===== src/rtl/mdfs_regs.svh =====
// Constants of the motor driver mode and fault supervisor
// Assumes a single 25 MHz system clock; included by the top module only
`ifndef MDFS_REGS_SVH
`define MDFS_REGS_SVH
// -----------------------------------------------------------------
// Timing
// -----------------------------------------------------------------
`define MDFS_CLK_MHZ               25
`define MDFS_WAKE_DELAY_US         1000
`define MDFS_SLEEP_ENTRY_DELAY_US  1000
`define MDFS_RETRY_INTERVAL_US     1000
// -----------------------------------------------------------------
// Reset values, address and status byte layout
// -----------------------------------------------------------------
`define MDFS_OVP_EN_RST            1'h1
`define MDFS_ADDR_BASE             8'h60
`define MDFS_PIN_LOW               2'h0
`define MDFS_PIN_OPEN              2'h1
`define MDFS_PIN_HIGH              2'h2
`define MDFS_ST_FAULT              7
`define MDFS_ST_OCP                4
`define MDFS_ST_OVP                3
`define MDFS_ST_TSD                2
`endif


===== src/rtl/mdfs_pkg.sv =====
// Types of the motor driver mode and fault supervisor
// Assumes nothing beyond a SystemVerilog compiler
package mdfs_pkg;
  // Analog comparator outputs from the power stage
  typedef struct packed {
    logic oc;
    logic ot;
    logic ov;
    logic hc;
  } mdfs_det_t;
  // Status as seen by the serial leader
  typedef struct packed {
    logic fault;
    logic overcurrent_protect;
    logic overvoltage_brake;
    logic thermal_shutdown;
  } mdfs_stat_t;
  typedef enum logic [2:0] {M_SLEEP, M_WAKE, M_IDLE, M_ACTIVE, M_FAULT} mdfs_mode_t;
  typedef enum logic [2:0] {I_IDLE, I_ADDR, I_AACK, I_TX, I_MACK, I_RX, I_DACK} mdfs_i2c_t;
endpackage


===== src/rtl/mdfs_top.sv =====
// Mode, fault and serial-address supervisor of a brushed DC motor bridge
// Assumes analog detectors, pins and serial lines are asynchronous to sys_clk;
// software bits come from logic on sys_clk; rst_b is the undervoltage reset
`include "mdfs_regs.svh"
module mdfs_top
  import mdfs_pkg::*;
#(
  parameter int WAKE_CYC  = `MDFS_WAKE_DELAY_US * `MDFS_CLK_MHZ,
  parameter int SLEEP_CYC = `MDFS_SLEEP_ENTRY_DELAY_US * `MDFS_CLK_MHZ,
  parameter int RETRY_CYC = `MDFS_RETRY_INTERVAL_US * `MDFS_CLK_MHZ
) (
  input  logic       sys_clk,
  input  logic       rst_b,
  input  logic       sleep_input_n,
  input  mdfs_det_t  detect_in,
  input  logic [1:0] addr_select_upper_pin,
  input  logic [1:0] addr_select_lower_pin,
  input  logic       output_enable,
  input  logic       overcurrent_response_select,
  input  logic       thermal_response_select,
  input  logic       fault_clear_cmd,
  input  logic       ovp_en_wr,
  input  logic       ovp_en_wdata,
  input  logic       scl_in,
  input  logic       sda_in,
  output logic       sda_out,
  output logic       sda_oe_n,
  output logic       fault_out_n_out,
  output logic       fault_out_n_oe_n,
  output logic       bridge_enable,
  output logic       lowside_brake,
  output logic       overvoltage_brake_enable,
  output mdfs_stat_t status,
  output logic [3:0] addr_code
);
  // -----------------------------------------------------------------
  // Synchronisers
  // -----------------------------------------------------------------
  logic [11:0] meta_r;
  logic [11:0] sync_r;
  logic        scl_d_r;
  logic        sda_d_r;
  always_ff @(posedge sys_clk) begin
    if (!rst_b) begin
      // Detectors and sleep pin idle low, serial lines idle high: no false event after reset
      meta_r  <= 12'h007;
      sync_r  <= 12'h007;
      scl_d_r <= 1'h1;
      sda_d_r <= 1'h1;
    end else begin
      meta_r  <= {addr_select_upper_pin, addr_select_lower_pin, detect_in, sleep_input_n,
                  scl_in, sda_in, 1'h1};
      sync_r  <= meta_r;
      scl_d_r <= sync_r[2];
      sda_d_r <= sync_r[1];
    end
  end
  mdfs_det_t   det_s;
  logic        sleep_n_s;
  logic        scl_s;
  logic        sda_s;
  logic [1:0]  up_s;
  logic [1:0]  lo_s;
  assign up_s      = sync_r[11:10];
  assign lo_s      = sync_r[9:8];
  assign det_s     = sync_r[7:4];
  assign sleep_n_s = sync_r[3];
  assign scl_s     = sync_r[2];
  assign sda_s     = sync_r[1];

  // Three-level pin code; an undefined level reads as open
  function automatic logic [3:0] pin_lvl(input logic [1:0] p);
    pin_lvl = (p == `MDFS_PIN_HIGH) ? 4'h2 : (p == `MDFS_PIN_LOW) ? 4'h0 : 4'h1;
  endfunction

  // -----------------------------------------------------------------
  // Modes and faults
  // -----------------------------------------------------------------
  mdfs_mode_t mode_r, mode_nxt;
  logic [19:0] mcnt_r, mcnt_nxt;
  logic [19:0] rcnt_r, rcnt_nxt;
  logic oc_r, oc_nxt, ot_r, ot_nxt, ots_r, ots_nxt, ov_r, ov_nxt;
  logic hct_r, hct_nxt, brk_r, brk_nxt, ovpe_r, ovpe_nxt;
  logic bren_r, flt_oe_n_r, flt_r;
  logic [1:0] cap_r, cap_nxt;
  logic [3:0] code_r, code_nxt;
  logic awake, oc_set, ot_set, ot_clr, oc_clr, hiz;

  always_comb begin
    mode_nxt = mode_r;
    mcnt_nxt = mcnt_r;
    rcnt_nxt = 20'h0_0000;
    awake    = (mode_r == M_IDLE) || (mode_r == M_ACTIVE) || (mode_r == M_FAULT);
    // Overcurrent is only sensed while the bridge drives
    oc_set   = (mode_r == M_ACTIVE) && det_s.oc;
    ot_set   = awake && det_s.ot;
    oc_clr   = 1'h0;
    ot_clr   = thermal_response_select ? 1'h1 : fault_clear_cmd;
    if (overcurrent_response_select) begin
      if (oc_r) begin
        rcnt_nxt = rcnt_r + 20'h0_0001;
        oc_clr   = (rcnt_r == 20'(RETRY_CYC - 1));
      end
    end else begin
      oc_clr = fault_clear_cmd;
    end
    // Set wins over clear so an event in the clear cycle survives
    oc_nxt   = oc_set || (oc_r && !oc_clr);
    ot_nxt   = ot_set || (ot_r && !ot_clr);
    ots_nxt  = ot_set || (ots_r && !fault_clear_cmd);
    case (mode_r)
      M_SLEEP: begin
        mcnt_nxt = 20'h0_0000;
        if (sleep_n_s) begin
          mode_nxt = M_WAKE;
        end
      end
      M_WAKE: begin
        mcnt_nxt = mcnt_r + 20'h0_0001;
        if (!sleep_n_s) begin
          mode_nxt = M_SLEEP;
        end else if (mcnt_r == 20'(WAKE_CYC - 1)) begin
          mode_nxt = M_IDLE;
          mcnt_nxt = 20'h0_0000;
        end
      end
      M_IDLE: begin
        if (oc_nxt || ot_nxt) begin
          mode_nxt = M_FAULT;
        end else if (output_enable && sleep_n_s) begin
          mode_nxt = M_ACTIVE;
        end
      end
      M_ACTIVE: begin
        if (oc_nxt || ot_nxt) begin
          mode_nxt = M_FAULT;
        end else if (!output_enable) begin
          mode_nxt = M_IDLE;
        end
      end
      M_FAULT: begin
        if (!oc_nxt && !ot_nxt) begin
          mode_nxt = (output_enable && sleep_n_s) ? M_ACTIVE : M_IDLE;
        end
      end
      default: mode_nxt = M_SLEEP;
    endcase
    if (awake) begin
      mcnt_nxt = sleep_n_s ? 20'h0_0000 : mcnt_r + 20'h0_0001;
      if (!sleep_n_s && (mcnt_r == 20'(SLEEP_CYC - 1))) begin
        mode_nxt = M_SLEEP;
        mcnt_nxt = 20'h0_0000;
      end
    end
    // Sleep resets the fault logic but not the brake enable
    if (mode_nxt == M_SLEEP) begin
      oc_nxt  = 1'h0;
      ot_nxt  = 1'h0;
      ots_nxt = 1'h0;
    end
    hiz      = (mode_nxt != M_ACTIVE);
    // overvoltage status only when high impedance
    ov_nxt   = det_s.ov && hiz;
    hct_nxt  = det_s.ov && (hct_r || ((mode_r == M_SLEEP) && det_s.hc));
    ovpe_nxt = ovp_en_wr ? ovp_en_wdata : ovpe_r;
    brk_nxt  = hiz && ovpe_r && det_s.ov && !hct_nxt;
    cap_nxt  = (cap_r == 2'h3) ? cap_r : cap_r + 2'h1;
    code_nxt = (cap_r == 2'h2) ? 4'(3 * pin_lvl(up_s) + pin_lvl(lo_s)) : code_r;
  end

  always_ff @(posedge sys_clk) begin
    if (!rst_b) begin
      mode_r     <= M_SLEEP;
      mcnt_r     <= 20'h0_0000;
      rcnt_r     <= 20'h0_0000;
      oc_r       <= 1'h0;
      ot_r       <= 1'h0;
      ots_r      <= 1'h0;
      ov_r       <= 1'h0;
      hct_r      <= 1'h0;
      brk_r      <= 1'h0;
      // brake enable only reset by power-up
      ovpe_r     <= `MDFS_OVP_EN_RST;
      bren_r     <= 1'h0;
      flt_oe_n_r <= 1'h1;
      flt_r      <= 1'h0;
      cap_r      <= 2'h0;
      code_r     <= 4'h0;
    end else begin
      mode_r     <= mode_nxt;
      mcnt_r     <= mcnt_nxt;
      rcnt_r     <= rcnt_nxt;
      oc_r       <= oc_nxt;
      ot_r       <= ot_nxt;
      ots_r      <= ots_nxt;
      ov_r       <= ov_nxt;
      hct_r      <= hct_nxt;
      brk_r      <= brk_nxt;
      ovpe_r     <= ovpe_nxt;
      bren_r     <= (mode_nxt == M_ACTIVE);
      flt_oe_n_r <= !(oc_nxt || ot_nxt);
      flt_r      <= oc_nxt || ot_nxt;
      cap_r      <= cap_nxt;
      code_r     <= code_nxt;
    end
  end

  // -----------------------------------------------------------------
  // Serial follower
  // -----------------------------------------------------------------
  mdfs_i2c_t i2c_r, i2c_nxt;
  logic [7:0] rx_r, rx_nxt, tx_r, tx_nxt;
  logic [3:0] bit_r, bit_nxt;
  logic rw_r, rw_nxt, sda_oe_n_r, sda_oe_n_nxt;
  logic scl_rise, scl_fall, start, stop, match;
  logic [7:0] st_byte;

  always_comb begin
    st_byte                 = 8'h00;
    st_byte[`MDFS_ST_FAULT] = oc_r || ot_r;
    st_byte[`MDFS_ST_OCP]   = oc_r;
    st_byte[`MDFS_ST_OVP]   = ov_r;
    st_byte[`MDFS_ST_TSD]   = ots_r;
    scl_rise     = scl_s && !scl_d_r;
    scl_fall     = !scl_s && scl_d_r;
    start        = scl_s && scl_d_r && sda_d_r && !sda_s;
    stop         = scl_s && scl_d_r && !sda_d_r && sda_s;
    // general call address 0 never matches a nonzero base
    match        = ({rx_r[7:1], 1'h0} == 8'(`MDFS_ADDR_BASE + {code_r, 1'h0}))
                   && (rx_r[7:1] != 7'h00);
    i2c_nxt      = i2c_r;
    rx_nxt       = rx_r;
    tx_nxt       = tx_r;
    bit_nxt      = bit_r;
    rw_nxt       = rw_r;
    sda_oe_n_nxt = sda_oe_n_r;
    if (scl_rise && ((i2c_r == I_ADDR) || (i2c_r == I_RX))) begin
      rx_nxt  = {rx_r[6:0], sda_s};
      bit_nxt = bit_r + 4'h1;
    end
    if (scl_rise && (i2c_r == I_TX)) begin
      bit_nxt = bit_r + 4'h1;
    end
    if (scl_fall) begin
      case (i2c_r)
        I_ADDR, I_RX: begin
          if (bit_r == 4'h8) begin
            if ((i2c_r == I_RX) || match) begin
              i2c_nxt      = (i2c_r == I_RX) ? I_DACK : I_AACK;
              rw_nxt       = (i2c_r == I_RX) ? rw_r : rx_r[0];
              sda_oe_n_nxt = 1'h0;
            end else begin
              i2c_nxt = I_IDLE;
            end
          end
        end
        I_AACK, I_MACK: begin
          bit_nxt = 4'h0;
          if (rw_r) begin
            i2c_nxt      = I_TX;
            tx_nxt       = {st_byte[6:0], 1'h0};
            sda_oe_n_nxt = st_byte[7];
          end else begin
            i2c_nxt      = I_RX;
            sda_oe_n_nxt = 1'h1;
          end
        end
        I_DACK: begin
          i2c_nxt      = I_RX;
          bit_nxt      = 4'h0;
          sda_oe_n_nxt = 1'h1;
        end
        I_TX: begin
          if (bit_r == 4'h8) begin
            i2c_nxt      = I_MACK;
            sda_oe_n_nxt = 1'h1;
          end else begin
            sda_oe_n_nxt = tx_r[7];
            tx_nxt       = {tx_r[6:0], 1'h0};
          end
        end
        default: i2c_nxt = i2c_r;
      endcase
    end
    // Leader NACK ends the read
    if (scl_rise && (i2c_r == I_MACK) && sda_s) begin
      i2c_nxt = I_IDLE;
    end
    if (start) begin
      i2c_nxt      = I_ADDR;
      bit_nxt      = 4'h0;
      sda_oe_n_nxt = 1'h1;
    end else if (stop) begin
      i2c_nxt      = I_IDLE;
      sda_oe_n_nxt = 1'h1;
    end
  end

  always_ff @(posedge sys_clk) begin
    if (!rst_b) begin
      i2c_r      <= I_IDLE;
      rx_r       <= 8'h00;
      tx_r       <= 8'h00;
      bit_r      <= 4'h0;
      rw_r       <= 1'h0;
      sda_oe_n_r <= 1'h1;
    end else begin
      i2c_r      <= i2c_nxt;
      rx_r       <= rx_nxt;
      tx_r       <= tx_nxt;
      bit_r      <= bit_nxt;
      rw_r       <= rw_nxt;
      sda_oe_n_r <= sda_oe_n_nxt;
    end
  end

  logic od_low_r;
  always_ff @(posedge sys_clk) begin
    od_low_r <= 1'h0;
  end
  assign sda_out                  = od_low_r;
  assign fault_out_n_out          = od_low_r;
  assign fault_out_n_oe_n         = flt_oe_n_r;
  assign sda_oe_n                 = sda_oe_n_r;
  assign bridge_enable            = bren_r;
  assign lowside_brake            = brk_r;
  assign overvoltage_brake_enable = ovpe_r;
  assign status                   = {flt_r, oc_r, ov_r, ots_r};
  assign addr_code                = code_r;

  // -----------------------------------------------------------------
  // Assertions
  // -----------------------------------------------------------------
  a_fault_pin_low: assert property (@(posedge sys_clk) disable iff (!rst_b)
    (mode_r == M_FAULT) |-> !flt_oe_n_r) else $error("fault mode with pin released");
  a_ovp_pin_quiet: assert property (@(posedge sys_clk) disable iff (!rst_b)
    (ov_r && !oc_r && !ot_r) |-> flt_oe_n_r) else $error("overvoltage drove fault pin");
  a_bridge_off_idle: assert property (@(posedge sys_clk) disable iff (!rst_b)
    (mode_r != M_ACTIVE) |-> !bren_r) else $error("bridge on outside active");
  a_active_entry: assert property (@(posedge sys_clk) disable iff (!rst_b)
    $rose(bren_r) |-> $past(output_enable) && $past(sleep_n_s)) else $error("bad active entry");
  a_brake_gated: assert property (@(posedge sys_clk) disable iff (!rst_b)
    brk_r |-> $past(ovpe_r) && !bren_r && $past(det_s.ov)) else $error("brake without cause");
  a_ovp_en_reset: assert property (@(posedge sys_clk)
    (!$past(rst_b) && rst_b) |-> ovpe_r) else $error("brake enable not set at reset");
  a_ot_sticky: assert property (@(posedge sys_clk) disable iff (!rst_b)
    (ots_r && !fault_clear_cmd && mode_nxt != M_SLEEP) |=> ots_r) else $error("status lost");
  a_addr_hold: assert property (@(posedge sys_clk) disable iff (!rst_b)
    (cap_r == 2'h3) |=> $stable(code_r)) else $error("address code changed");
  a_ack_match: assert property (@(posedge sys_clk) disable iff (!rst_b)
    $rose(i2c_r == I_AACK) |-> $past(match) && !sda_oe_n_r) else $error("ack without match");
  a_retry_hold: assert property (@(posedge sys_clk) disable iff (!rst_b)
    ($rose(oc_r) && overcurrent_response_select) |-> !bren_r[*8]) else $error("retry too short");
  a_sleep_hc_cut: assert property (@(posedge sys_clk) disable iff (!rst_b)
    (mode_r == M_SLEEP && det_s.hc && det_s.ov) |=> !brk_r) else $error("brake kept on short");
endmodule


===== config.mk =====
export PLATFORM = sky130hd
export DESIGN_NAME = mdfs_top
export DESIGN_NICKNAME = d
export VERILOG_FILES = /design/src/rtl/mdfs_pkg.sv /design/src/rtl/mdfs_top.sv
export VERILOG_INCLUDE_DIRS = /design/src /design/src/rtl
export SDC_FILE = /design/constraint.sdc
export NUM_CORES = 1
export LEC_CHECK = 0
export CORE_MARGIN = 2
export CORE_UTILIZATION = 57
export CTS_CLUSTER_DIAMETER = 30
export DETAILED_ROUTE_END_ITERATION = 10
export DONT_BUFFER_PORTS = 1
export GPL_ROUTABILITY_DRIVEN = 0
export PLACE_DENSITY = 0.87
export SYNTH_ARGS = -nofsm -noshare
export SYNTH_HDL_FRONTEND = slang
export SYNTH_SLANG_ARGS = --single-unit

===== constraint.sdc =====
create_clock -name sys_clk -period 2.3 [get_ports sys_clk]
set_clock_uncertainty 0.1 [all_clocks]
set_input_delay 0 -clock sys_clk [delete_from_list [all_inputs] [get_ports sys_clk]]
set_output_delay 0 -clock sys_clk [all_outputs]
set_load 0.02 [all_outputs]

==> flow_summary.ini, run 1 <==
[status]
outcome = finished, violations left
violations = setup timing

[worst_setup_path]
r2r_start = mcnt_r[17]$_SDFFE_PN0P_
crit_required_ns = 2.48
cp_cell_sequence = or4_4, or4_4, buf_6, o22ai_2, nand3_2, nand2_4, clkbuf_16, nor2_1
critPathCaptureType = flip-flop
critPathKind = flip-flop to flip-flop
critPathBufInv = 2
worst_path_largest_cell_delay_ns = 0.58
crit_path_frequent_cell = or4_4
crit_arrival_ns = 2.60
worst_r2r_endpoint = mcnt_r[12]$_SDFFE_PN0P_
critPathTopFamily = simple AND/OR/NAND/NOR gates
critPathSlowestCell = or4_4
startpoint_type = flip-flop
critical_path.max_fanout = 5
r2r_slack_ns = -0.13
reg2regPathDepth = 8

[clock_network]
clk_pin_slew_ns = 0.12
cts_tree = done
clk_latency_ns = 0.38
cts_made_buffers = 9
clock_sinks = 105
cts.htree.levels = 3
clockRootBuffer = clkbuf_8
clockBufferDepth = 2

[power_and_ir_drop]
power_mw = 3.35
p_comb_share_pct = 5.8
power_frac_clock_pct = 37.3
switching_share_pct = 25.7
p_per_area_nw_per_um2 = 602
intPower_mw = 2.49
vdd.ir_drop.worst_mv = 0.534
leakage_nw = 2.03
p_seq_share_pct = 56.9
switching_power_mw = 0.863

[synthesis]
synthCells = 559
syn_area_um2 = 4730
async_flop_share_pct = 0
ys_ff_latch = 105
synth_edf_count = 0
ys_types = 56
ys.flop_type = dfxtp_1
avgSynthCellArea_um2 = 8.46
ys_seq_area_share_pct = 44.5
yosysWarnings = 0

[sta]
fin_crit_ns = 2.43
hold_viol_final = 0
setup_ws_ns = -0.128
whs_ns = 0.163
fmax_mhz = 412
setup_viol = 28
rsz0062_at_grt = true
tightest_slew_ns = 0.660
slew_violations = 0
slew_headroom_pct = 56.0
fin_crit_sh_pct = 106
timing.setup.tns_ns = -2.42

[detailed_routing]
post_drt_via_cell_ratio = 5.65
num_vias = 3938
drcViolationCount = 0
wl_per_cell_um = 15.1
firstDrtPassIters = 5
wirelength_um = 10500
antenna_left = 0
first_iter_violations = 189

[floorplanning]
start_util_pct = 58.1
fp-row-count = 33
io_pins = 34
die_w_um = 95.1
dieArea_um2 = 9040
fp.dieH_um = 95.1
coreArea_um2 = 8130

[flow_run]
cap_violations = 0

[finish]
diodes = 0
final_cell_mix = 102 x dfxtp_1, 57 x nand2_1, 57 x nor2_1, 35 x nand3_1, 32 x xor2_1
nets = 616
mostFrequentLayoutCell = dfxtp_1
fin_util_pct = 68.5
drive_above_1_share_pct = 14.2
area_growth_pct = 17.9

[global_route]
antenna_found_initial = 0
track_usage_pct = 23.5
grt_pass1_wl_um = 16800
grt_overflow_total = 0
grt_max_degree = 39
grt_pass1_vias = 3836

[min_path]
min_to = meta_r[2]$_SDFF_PN1_
hp-class = primary input to flip-flop
whs_path_depth = 2
hp-start = scl_in

[placed_design]
hpwl_um = 6680
portBuffers = 0
[synthesized netlist by cell type, types with 4 or more instances]
cell | n | area [um2]
xnor2_1 | 8 | 70.1
nor2_1 | 68 | 255
clkbuf_1 | 24 | 90.1
xor2_1 | 32 | 280
mux2i_1 | 9 | 90.1
nand2_1 | 58 | 218
nor2b_1 | 6 | 37.5
o21ai_0 | 6 | 30.0
or3_1 | 7 | 43.8
ha_1 | 9 | 113
a21oi_1 | 32 | 160
or2_2 | 6 | 37.5
nand4_1 | 9 | 56.3
nor3_1 | 17 | 85.1
inv_1 | 17 | 63.8
a211oi_1 | 5 | 37.5
a21o_1 | 4 | 30.0
and3_1 | 8 | 50.1
and2_1 | 20 | 125
nand2b_1 | 11 | 68.8
buf_4 | 7 | 52.6
dfxtp_1 | 105 | 2100
nand3_1 | 37 | 185
a31oi_1 | 4 | 25.0
[logic make-up (layout without fill, tap and decap cells)]
| family | after synthesis | after routing | synth area share [%] |
|---|---|---|---|
| AND/OR/NAND/NOR | 267 | 267 | 28.1 |
| flip-flops | 105 | 105 | 44.5 |
| AO/OA/AOI/OAI | 77 | 77 | 10.6 |
| buffers and inverters | 49 | 81 | 4.45 |
| XOR/XNOR | 40 | 40 | 7.41 |
| adder cells (fa/ha/maj) | 11 | 11 | 3.02 |
| multiplexers | 9 | 9 | 1.91 |
| other | 1 | 2 | 0.0793 |
[power groups by stage]
stage	Combinational (mW)	Clock, mW	Sequential (mW)
final	0.195	1.25	1.91
after global routing	0.214	1.36	1.91
after CTS	0.177	1.27	1.91
after detailed placement	0.138	0	1.95
after global placement	0.128	0	1.94
after floorplan	0.128	0	1.93
[per-layer routing]
layer | routed length, um | vias to the layer above | GRT usage [%]
li1 | - | 1948 | -
met1 | 4440 | 1855 | 28.2
met2 | 5390 | 120 | 41.1
met3 | 567 | 15 | 6.25
met4 | 144 | 0 | 6.88
met5 | 0 | - | 0
[what timing repair did]
action,4_1_cts,5_1_grt
pin swaps,1,13
buffers inserted,0,1
setup endpoints to repair,30,30
endpoints found under the hold margin,87,0
hold buffers,20,0
cloned,0,3
resized for setup,3,32
[state kept, by name, indices dropped and copies added, names as in the netlist, 2 cells and up]
signal     count
mcnt_r        20
rcnt_r        20
meta_r        11
sync_r        11
rx_r           8
tx_r           5
addr_code      4
bit_r          4
i2c_r          3
mode_r         3
cap_r          2
[worst max-delay path by stage]
stage | end | cells past startpoint | start | slack [ns]
finish | mcnt_r[12]$_SDFFE_PN0P_ | 8 | mcnt_r[17]$_SDFFE_PN0P_ | -0.13
global route | mcnt_r[7]$_SDFFE_PN0P_ | 8 | mcnt_r[9]$_SDFFE_PN0P_ | -0.17
CTS | mcnt_r[7]$_SDFFE_PN0P_ | 6 | mcnt_r[17]$_SDFFE_PN0P_ | -0.09
detailed placement | mcnt_r[10]$_SDFFE_PN0P_ | 6 | mcnt_r[9]$_SDFFE_PN0P_ | -0.11
global placement | mcnt_r[10]$_SDFFE_PN0P_ | 6 | mcnt_r[9]$_SDFFE_PN0P_ | -0.05
floorplan | mcnt_r[10]$_SDFFE_PN0P_ | 6 | mcnt_r[17]$_SDFFE_PN0P_ | -0.01
[area by class of cell]
cell class	instances	area, um2
Multi-Input combinational cell	406	2560
Fill cell	583	2560
Sequential cell	105	2110
Timing Repair Buffer	48	475
Tap cell	105	131
Clock buffer	9	124
Clock inverter	7	111
Inverter	17	63.8
[stage by stage]
step | cell area [um2] | setup slack, ns | std cells
floorplan | 4740 | -0.00988 | 560
global placement | 4920 | -0.0509 | 657
detailed placement | 4920 | -0.110 | 657
CTS | 5370 | -0.0890 | 693
global route | 5570 | -0.169 | 697
finish | 5570 | -0.128 | 697
(Power assumes the default switching activity.)
==> inputs of run 2 (changes only) <==
ABC_AREA = 1   (was not set)
==> run 2 against run 1 <==
Against the previous run: the flow now finishes without violations; final area shrank 5.6%; sequential power barely moved; worst hold slack worse by 0.14 ns; critical path type unchanged; critical endpoint is now mcnt_r[18]$_SDFFE_PN0P_; largest cell class unchanged; highest routed layer unchanged.
==> flow_summary.ini, run 2 <==
[sta]
rsz0062_at_grt = false
fin_crit_ns = 2.03
slew_violations = 0
setup_viol = 0
timing.setup.tns_ns = 0
fin_crit_sh_pct = 88.4
hold_viol_final = 0
fmax_mhz = 492

[detailed_routing]
post_drt_via_cell_ratio = 5.30
drcViolationCount = 0
wl_met3_um = 639
wl_met1_um = 4190
antenna_left = 0
wirelength_um = 9560
firstDrtPassIters = 5
wl_per_cell_um = 12.2
wl_met2_um = 4570
first_iter_violations = 332
top_layer = met4
num_vias = 4153

[synthesis]
synthCells = 658
yosys-top-cells-area = dfxtp_1 44%, nand2_1 8.9%, inv_1 6.9%
ys_ff_latch = 105
ys.flop_type = dfxtp_1
synth.most_common_cell = nand2_1
synthTopCellsByCount = 114 x nand2_1, 105 x dfxtp_1, 89 x inv_1, 79 x nor2_1, 42 x nand3_1
avgSynthCellArea_um2 = 7.32
synth_top_area_share_pct = 43.6
syn_area_um2 = 4820
ys_types = 45
synth_edf_count = 0
yosys.area.top_type = dfxtp_1
ys_seq_area_share_pct = 43.6
yosysWarnings = 0
async_flop_share_pct = 0

[power_and_ir_drop]
p_comb_share_pct = 5.2
leakage_nw = 2.34
power_frac_clock_pct = 34.7
power_mw = 3.18
switching_share_pct = 23.4
p_per_area_nw_per_um2 = 603
vdd.ir_drop.worst_mv = 0.338
p_seq_share_pct = 60.1
switching_power_mw = 0.742
intPower_mw = 2.43

[global_route]
track_usage_pct = 22.1
grt_pass1_vias = 3825
grt_overflow_total = 0
antenna_found_initial = 0
grt_max_degree = 44
grt_pass1_wl_um = 16200

[finish]
area_growth_pct = 9.19
fill_cells = 672
fin_util_pct = 64.0
final_cells = 783
multi_input_area_um2 = 2180
top_regs = mcnt_r (20), rcnt_r (20)
drive_above_1_share_pct = 11.1
nets = 703
seq_area_um2 = 2100
diodes = 0
mostFrequentLayoutCell = nand2_1
final_cell_mix = 114 x nand2_1, 105 x dfxtp_1, 89 x inv_1, 79 x nor2_1, 42 x nand3_1

[worst_setup_path]
startpoint_type = flip-flop
worst_path_largest_cell_delay_ns = 0.37
critPathCaptureType = flip-flop
critical_path.max_fanout = 5
critPathKind = flip-flop to flip-flop
critPathBufInv = 2
cp_cell_sequence = ha_1, nand2_1, nor2_2, nand3_1, nor2_2, inv_2, nor2_2, nand2_1, inv_2, nand2_1, nor2_1, xor2_1, nor2_1
r2r_slack_ns = 0.27
crit_required_ns = 2.46
critPathTopFamily = simple AND/OR/NAND/NOR gates
critPathSlowestCell = dfxtp_1
crit_arrival_ns = 2.19

[status]
outcome = complete, no violations

[floorplanning]
fp-row-count = 33
dieArea_um2 = 9210
fp.dieH_um = 96.0
coreArea_um2 = 8220
die_w_um = 96.0
start_util_pct = 58.7
io_pins = 34

[min_path]
hp-class = primary input to flip-flop

[placed_design]
place_inst = 749
hpwl_um = 6970
portBuffers = 0

[clock_network]
clockRootBuffer = clkbuf_8
clk_pin_slew_ns = 0.10
cts.htree.levels = 3
clock_sinks = 105
hold_buffers = 19
post-cts-setup-buffer-count = 0
clk_latency_ns = 0.37
clockBufferDepth = 2
cts_resized = 0
cts_made_buffers = 9
cts_tree = done

[flow_run]
cap_violations = 0
-- run 2: cell count changes after synthesis, sizes merged, moves of 11 or more --
| cell | change |
|---|---|
| inv | +97 |
| nand2 | +63 |
| nor2 | +26 |
| o21ai | +25 |
| xor2 | -24 |
| and2 | -21 |
| clkbuf | -19 |
| nand2b | -11 |
| nand4 | +11 |
-- run 2: cell families (layout without fill, tap and decap cells) --
group,Yosys count,after routing,share of synthesized area (%)
flops,105,105,43.6
buf+inv,134,153,11.1
xor+xnor,12,12,2.18
simple gates,312,312,30.5
other cells,1,2,0.0778
compound gates,84,84,9.79
fa+ha+maj,10,10,2.75
-- run 2: path summary, 6_finish.rpt --
kind | from | end | cells after the start
max | mcnt_r[0]$_SDFFE_PN0P_ | mcnt_r[18]$_SDFFE_PN0P_ | 13
min | output_enable | bridge_enable$_SDFF_PN0_ | 6
max reg2reg | mcnt_r[0]$_SDFFE_PN0P_ | mcnt_r[18]$_SDFFE_PN0P_ | 13
min reg2reg | meta_r[2]$_SDFF_PN1_ | sync_r[2]$_SDFF_PN1_ | 1
-- run 2: through the flow --
step | setup WS, ns | area, um2 | hold slack, ns
after floorplan | 0.495 | 4820 | -0.00237
after global placement | 0.408 | 4880 | -0.0209
after detailed placement | 0.287 | 4880 | -0.0161
after CTS | 0.275 | 5260 | 0.0154
after global routing | 0.0177 | 5260 | 0.0555
final | 0.266 | 5260 | 0.0278
-- run 2: tightest hold or removal path: cells and delay by family --
family | cells | cell delay (ns)
AND/OR/NAND/NOR | 6 | 0.46
-- run 2: power groups by stage --
stage                     registers (mW)  logic (mW)  clock network, mW
after floorplan                     1.94       0.115                  0
final                               1.91       0.164               1.10
after CTS                           1.91       0.163               1.13
after detailed placement            1.95       0.123                  0
after global placement              1.95       0.115                  0
after global routing                1.92       0.187               1.19
-- run 2: layout make-up --
| type | instances | share of cell area, % |
|---|---|---|
| multi-input cells | 420 | 41.5 |
| well taps | 105 | 2.50 |
| repair buffers | 22 | 4.23 |
| clock buffers | 11 | 2.50 |
| inverters | 116 | 8.27 |
| clock inverters | 4 | 1.05 |
| flip-flops and latches | 105 | 39.9 |
-- run 2: routing by layer --
layer | global-route usage (%) | up-vias
met2 | 38.1 | 157
met1 | 26.5 | 1867
met3 | 5.87 | 21
met4 | 8.10 | 0
met5 | 0 | -
li1 | - | 2108
==> inputs of run 3 (changes only) <==
GPL_TIMING_DRIVEN = 0   (was not set)
SETUP_SLACK_MARGIN = 0.2   (was not set)
==> run 3 against run 2 <==
Against the previous run: sequential power about the same; total power up 2.1%; clock power up 5%; via count up 2.6%; clock-buffer cell count down 2; critical endpoint is now mcnt_r[17]$_SDFFE_PN0P_.
==> flow_summary.ini, run 3 (synthesized netlist as in run 2, its figures left out) <==
[status]
outcome = complete, no violations

[floorplanning]
die_w_um = 96.0
fp-row-count = 33
fp.dieH_um = 96.0
io_pins = 34
coreArea_um2 = 8220
start_util_pct = 58.7
dieArea_um2 = 9210

[detailed_routing]
wirelength_um = 10100
num_vias = 4263
first_iter_violations = 263
wl_per_cell_um = 12.6
firstDrtPassIters = 5
post_drt_via_cell_ratio = 5.32
antenna_left = 0
drcViolationCount = 0

[worst_setup_path]
crit_required_ns = 2.52
worstSetupStartpoint = mcnt_r[2]$_SDFFE_PN0P_
reg2regPathDepth = 11
crit_arrival_ns = 2.20
critPathCaptureType = flip-flop
r2r_slack_ns = 0.32
r2r_start = mcnt_r[2]$_SDFFE_PN0P_
critPathKind = flip-flop to flip-flop
critical_path.max_fanout = 6
worst_r2r_endpoint = mcnt_r[17]$_SDFFE_PN0P_
startpoint_type = flip-flop

[global_route]
grt_pass1_wl_um = 16700
grt_pass1_vias = 3849
grt_overflow_total = 0
track_usage_pct = 22.9
antenna_found_initial = 0
grt_max_degree = 19

[flow_run]
cap_violations = 0

[min_path]
min_to = mode_r[1]$_SDFF_PN0_
hp-start = overcurrent_response_select
hp-class = primary input to flip-flop
whs_path_depth = 6

[finish]
area_growth_pct = 12.4
final_cell_mix = 114 x nand2_1, 102 x dfxtp_1, 89 x inv_1, 77 x nor2_1, 40 x nand3_1
diodes = 0
drive_above_1_share_pct = 13.9
mostFrequentLayoutCell = nand2_1
top_regs = mcnt_r (20), rcnt_r (20)
nets = 721

[clock_network]
cts_made_buffers = 9
clockRootBuffer = clkbuf_8
clockBufferDepth = 2
cts.htree.levels = 3
clock_sinks = 105
clk_latency_ns = 0.37
clk_pin_slew_ns = 0.10
cts_tree = done

[sta]
hold_viol_final = 0
fmax_mhz = 504
fin_crit_sh_pct = 86.2
fin_crit_ns = 1.98
slew_headroom_pct = 60.5
rsz0062_at_grt = false
timing.setup.tns_ns = 0
tightest_slew_ns = 0.590
slew_violations = 0
setup_ws_ns = 0.317
setup_viol = 0

[power_and_ir_drop]
p_comb_share_pct = 5.4
switching_share_pct = 24.5
leakage_nw = 2.40
p_per_area_nw_per_um2 = 599
vdd.ir_drop.worst_mv = 0.402
power_frac_clock_pct = 35.7
switching_power_mw = 0.793
intPower_mw = 2.45
p_seq_share_pct = 58.9

[placed_design]
portBuffers = 0
hpwl_um = 7140
dpl_worst_slack_ns = 0.229
[run 3: cell types whose count changed in the layout (fill, tap and decap cells not counted), sizes merged]
cell | previous run | this run
buf | 4 | 17
clkbuf | 11 | 14
clkinv | 4 | 6
inv | 114 | 116
clkinvlp | 1 | 0
[run 3: cell type report]
type,instances,area (um2)
well taps,105,131
clock buffers,9,124
flip-flops and latches,105,2110
fillers,667,2800
multi-input cells,420,2230
inverters,116,435
repair buffers,22,210
plain buffers,18,101
clock inverters,7,77.6
[run 3: how the worst max path moves through the flow]
stage	slack (ns)	endpoint
global placement	0.29	mcnt_r[2]$_SDFFE_PN0P_
floorplan	0.49	mcnt_r[18]$_SDFFE_PN0P_
CTS	0.22	mcnt_r[4]$_SDFFE_PN0P_
detailed placement	0.23	mcnt_r[2]$_SDFFE_PN0P_
finish	0.32	mcnt_r[17]$_SDFFE_PN0P_
global route	0.19	mcnt_r[18]$_SDFFE_PN0P_
[run 3: what timing repair did]
| action | in CTS | in global routing |
|---|---|---|
| buffers inserted | 0 | 4 |
| endpoints found under the hold margin | 38 | 0 |
| resized for setup | 1 | 12 |
| endpoints found under the setup margin | 2 | 20 |
| hold buffers | 18 | 0 |
| pin swaps | 0 | 3 |
[run 3: critical path, cell delays in order (launching register included)]
cell and delay, ns:
dfxtp_1 0.45, nand3_1 0.13, inv_1 0.08, nand3_1 0.08
nor2_1 0.22, nand3_1 0.14, nor2_1 0.14, inv_2 0.06
nor2_2 0.16, inv_1 0.09, o21ai_1 0.13, and3_1 0.15
[run 3: layer usage]
layer | wire (um) | vias up | GRT usage [%]
met4 | 183 | 0 | 8.10
met3 | 550 | 18 | 4.39
met2 | 4850 | 141 | 40.3
met5 | 0 | - | 0
met1 | 4490 | 1950 | 27.8
li1 | - | 2154 | -
[run 3: power by group through the flow]
stage | Clock, mW | Sequential, mW | Combinational [mW]
after floorplan | 0 | 1.94 | 0.115
final | 1.16 | 1.91 | 0.176
after global placement | 0 | 1.95 | 0.137
after CTS | 1.18 | 1.91 | 0.172
after detailed placement | 0 | 1.95 | 0.144
after global routing | 1.23 | 1.91 | 0.200
[run 3: metrics by stage]
| stage | area (um2) | util [%] | hold slack (ns) | std cells | power, mW |
|---|---|---|---|---|---|
| after global routing | 5420 | 65.9 | 0.108 | 802 | 3.35 |
| after detailed placement | 4950 | 60.3 | 0.00148 | 764 | 2.09 |
| final | 5420 | 65.9 | 0.0866 | 802 | 3.24 |
| after floorplan | 4820 | - | -0.00237 | 659 | 2.06 |
| after CTS | 5340 | 65.0 | 0.0413 | 798 | 3.26 |
| after global placement | 4950 | 60.3 | 0.000263 | 764 | 2.08 |
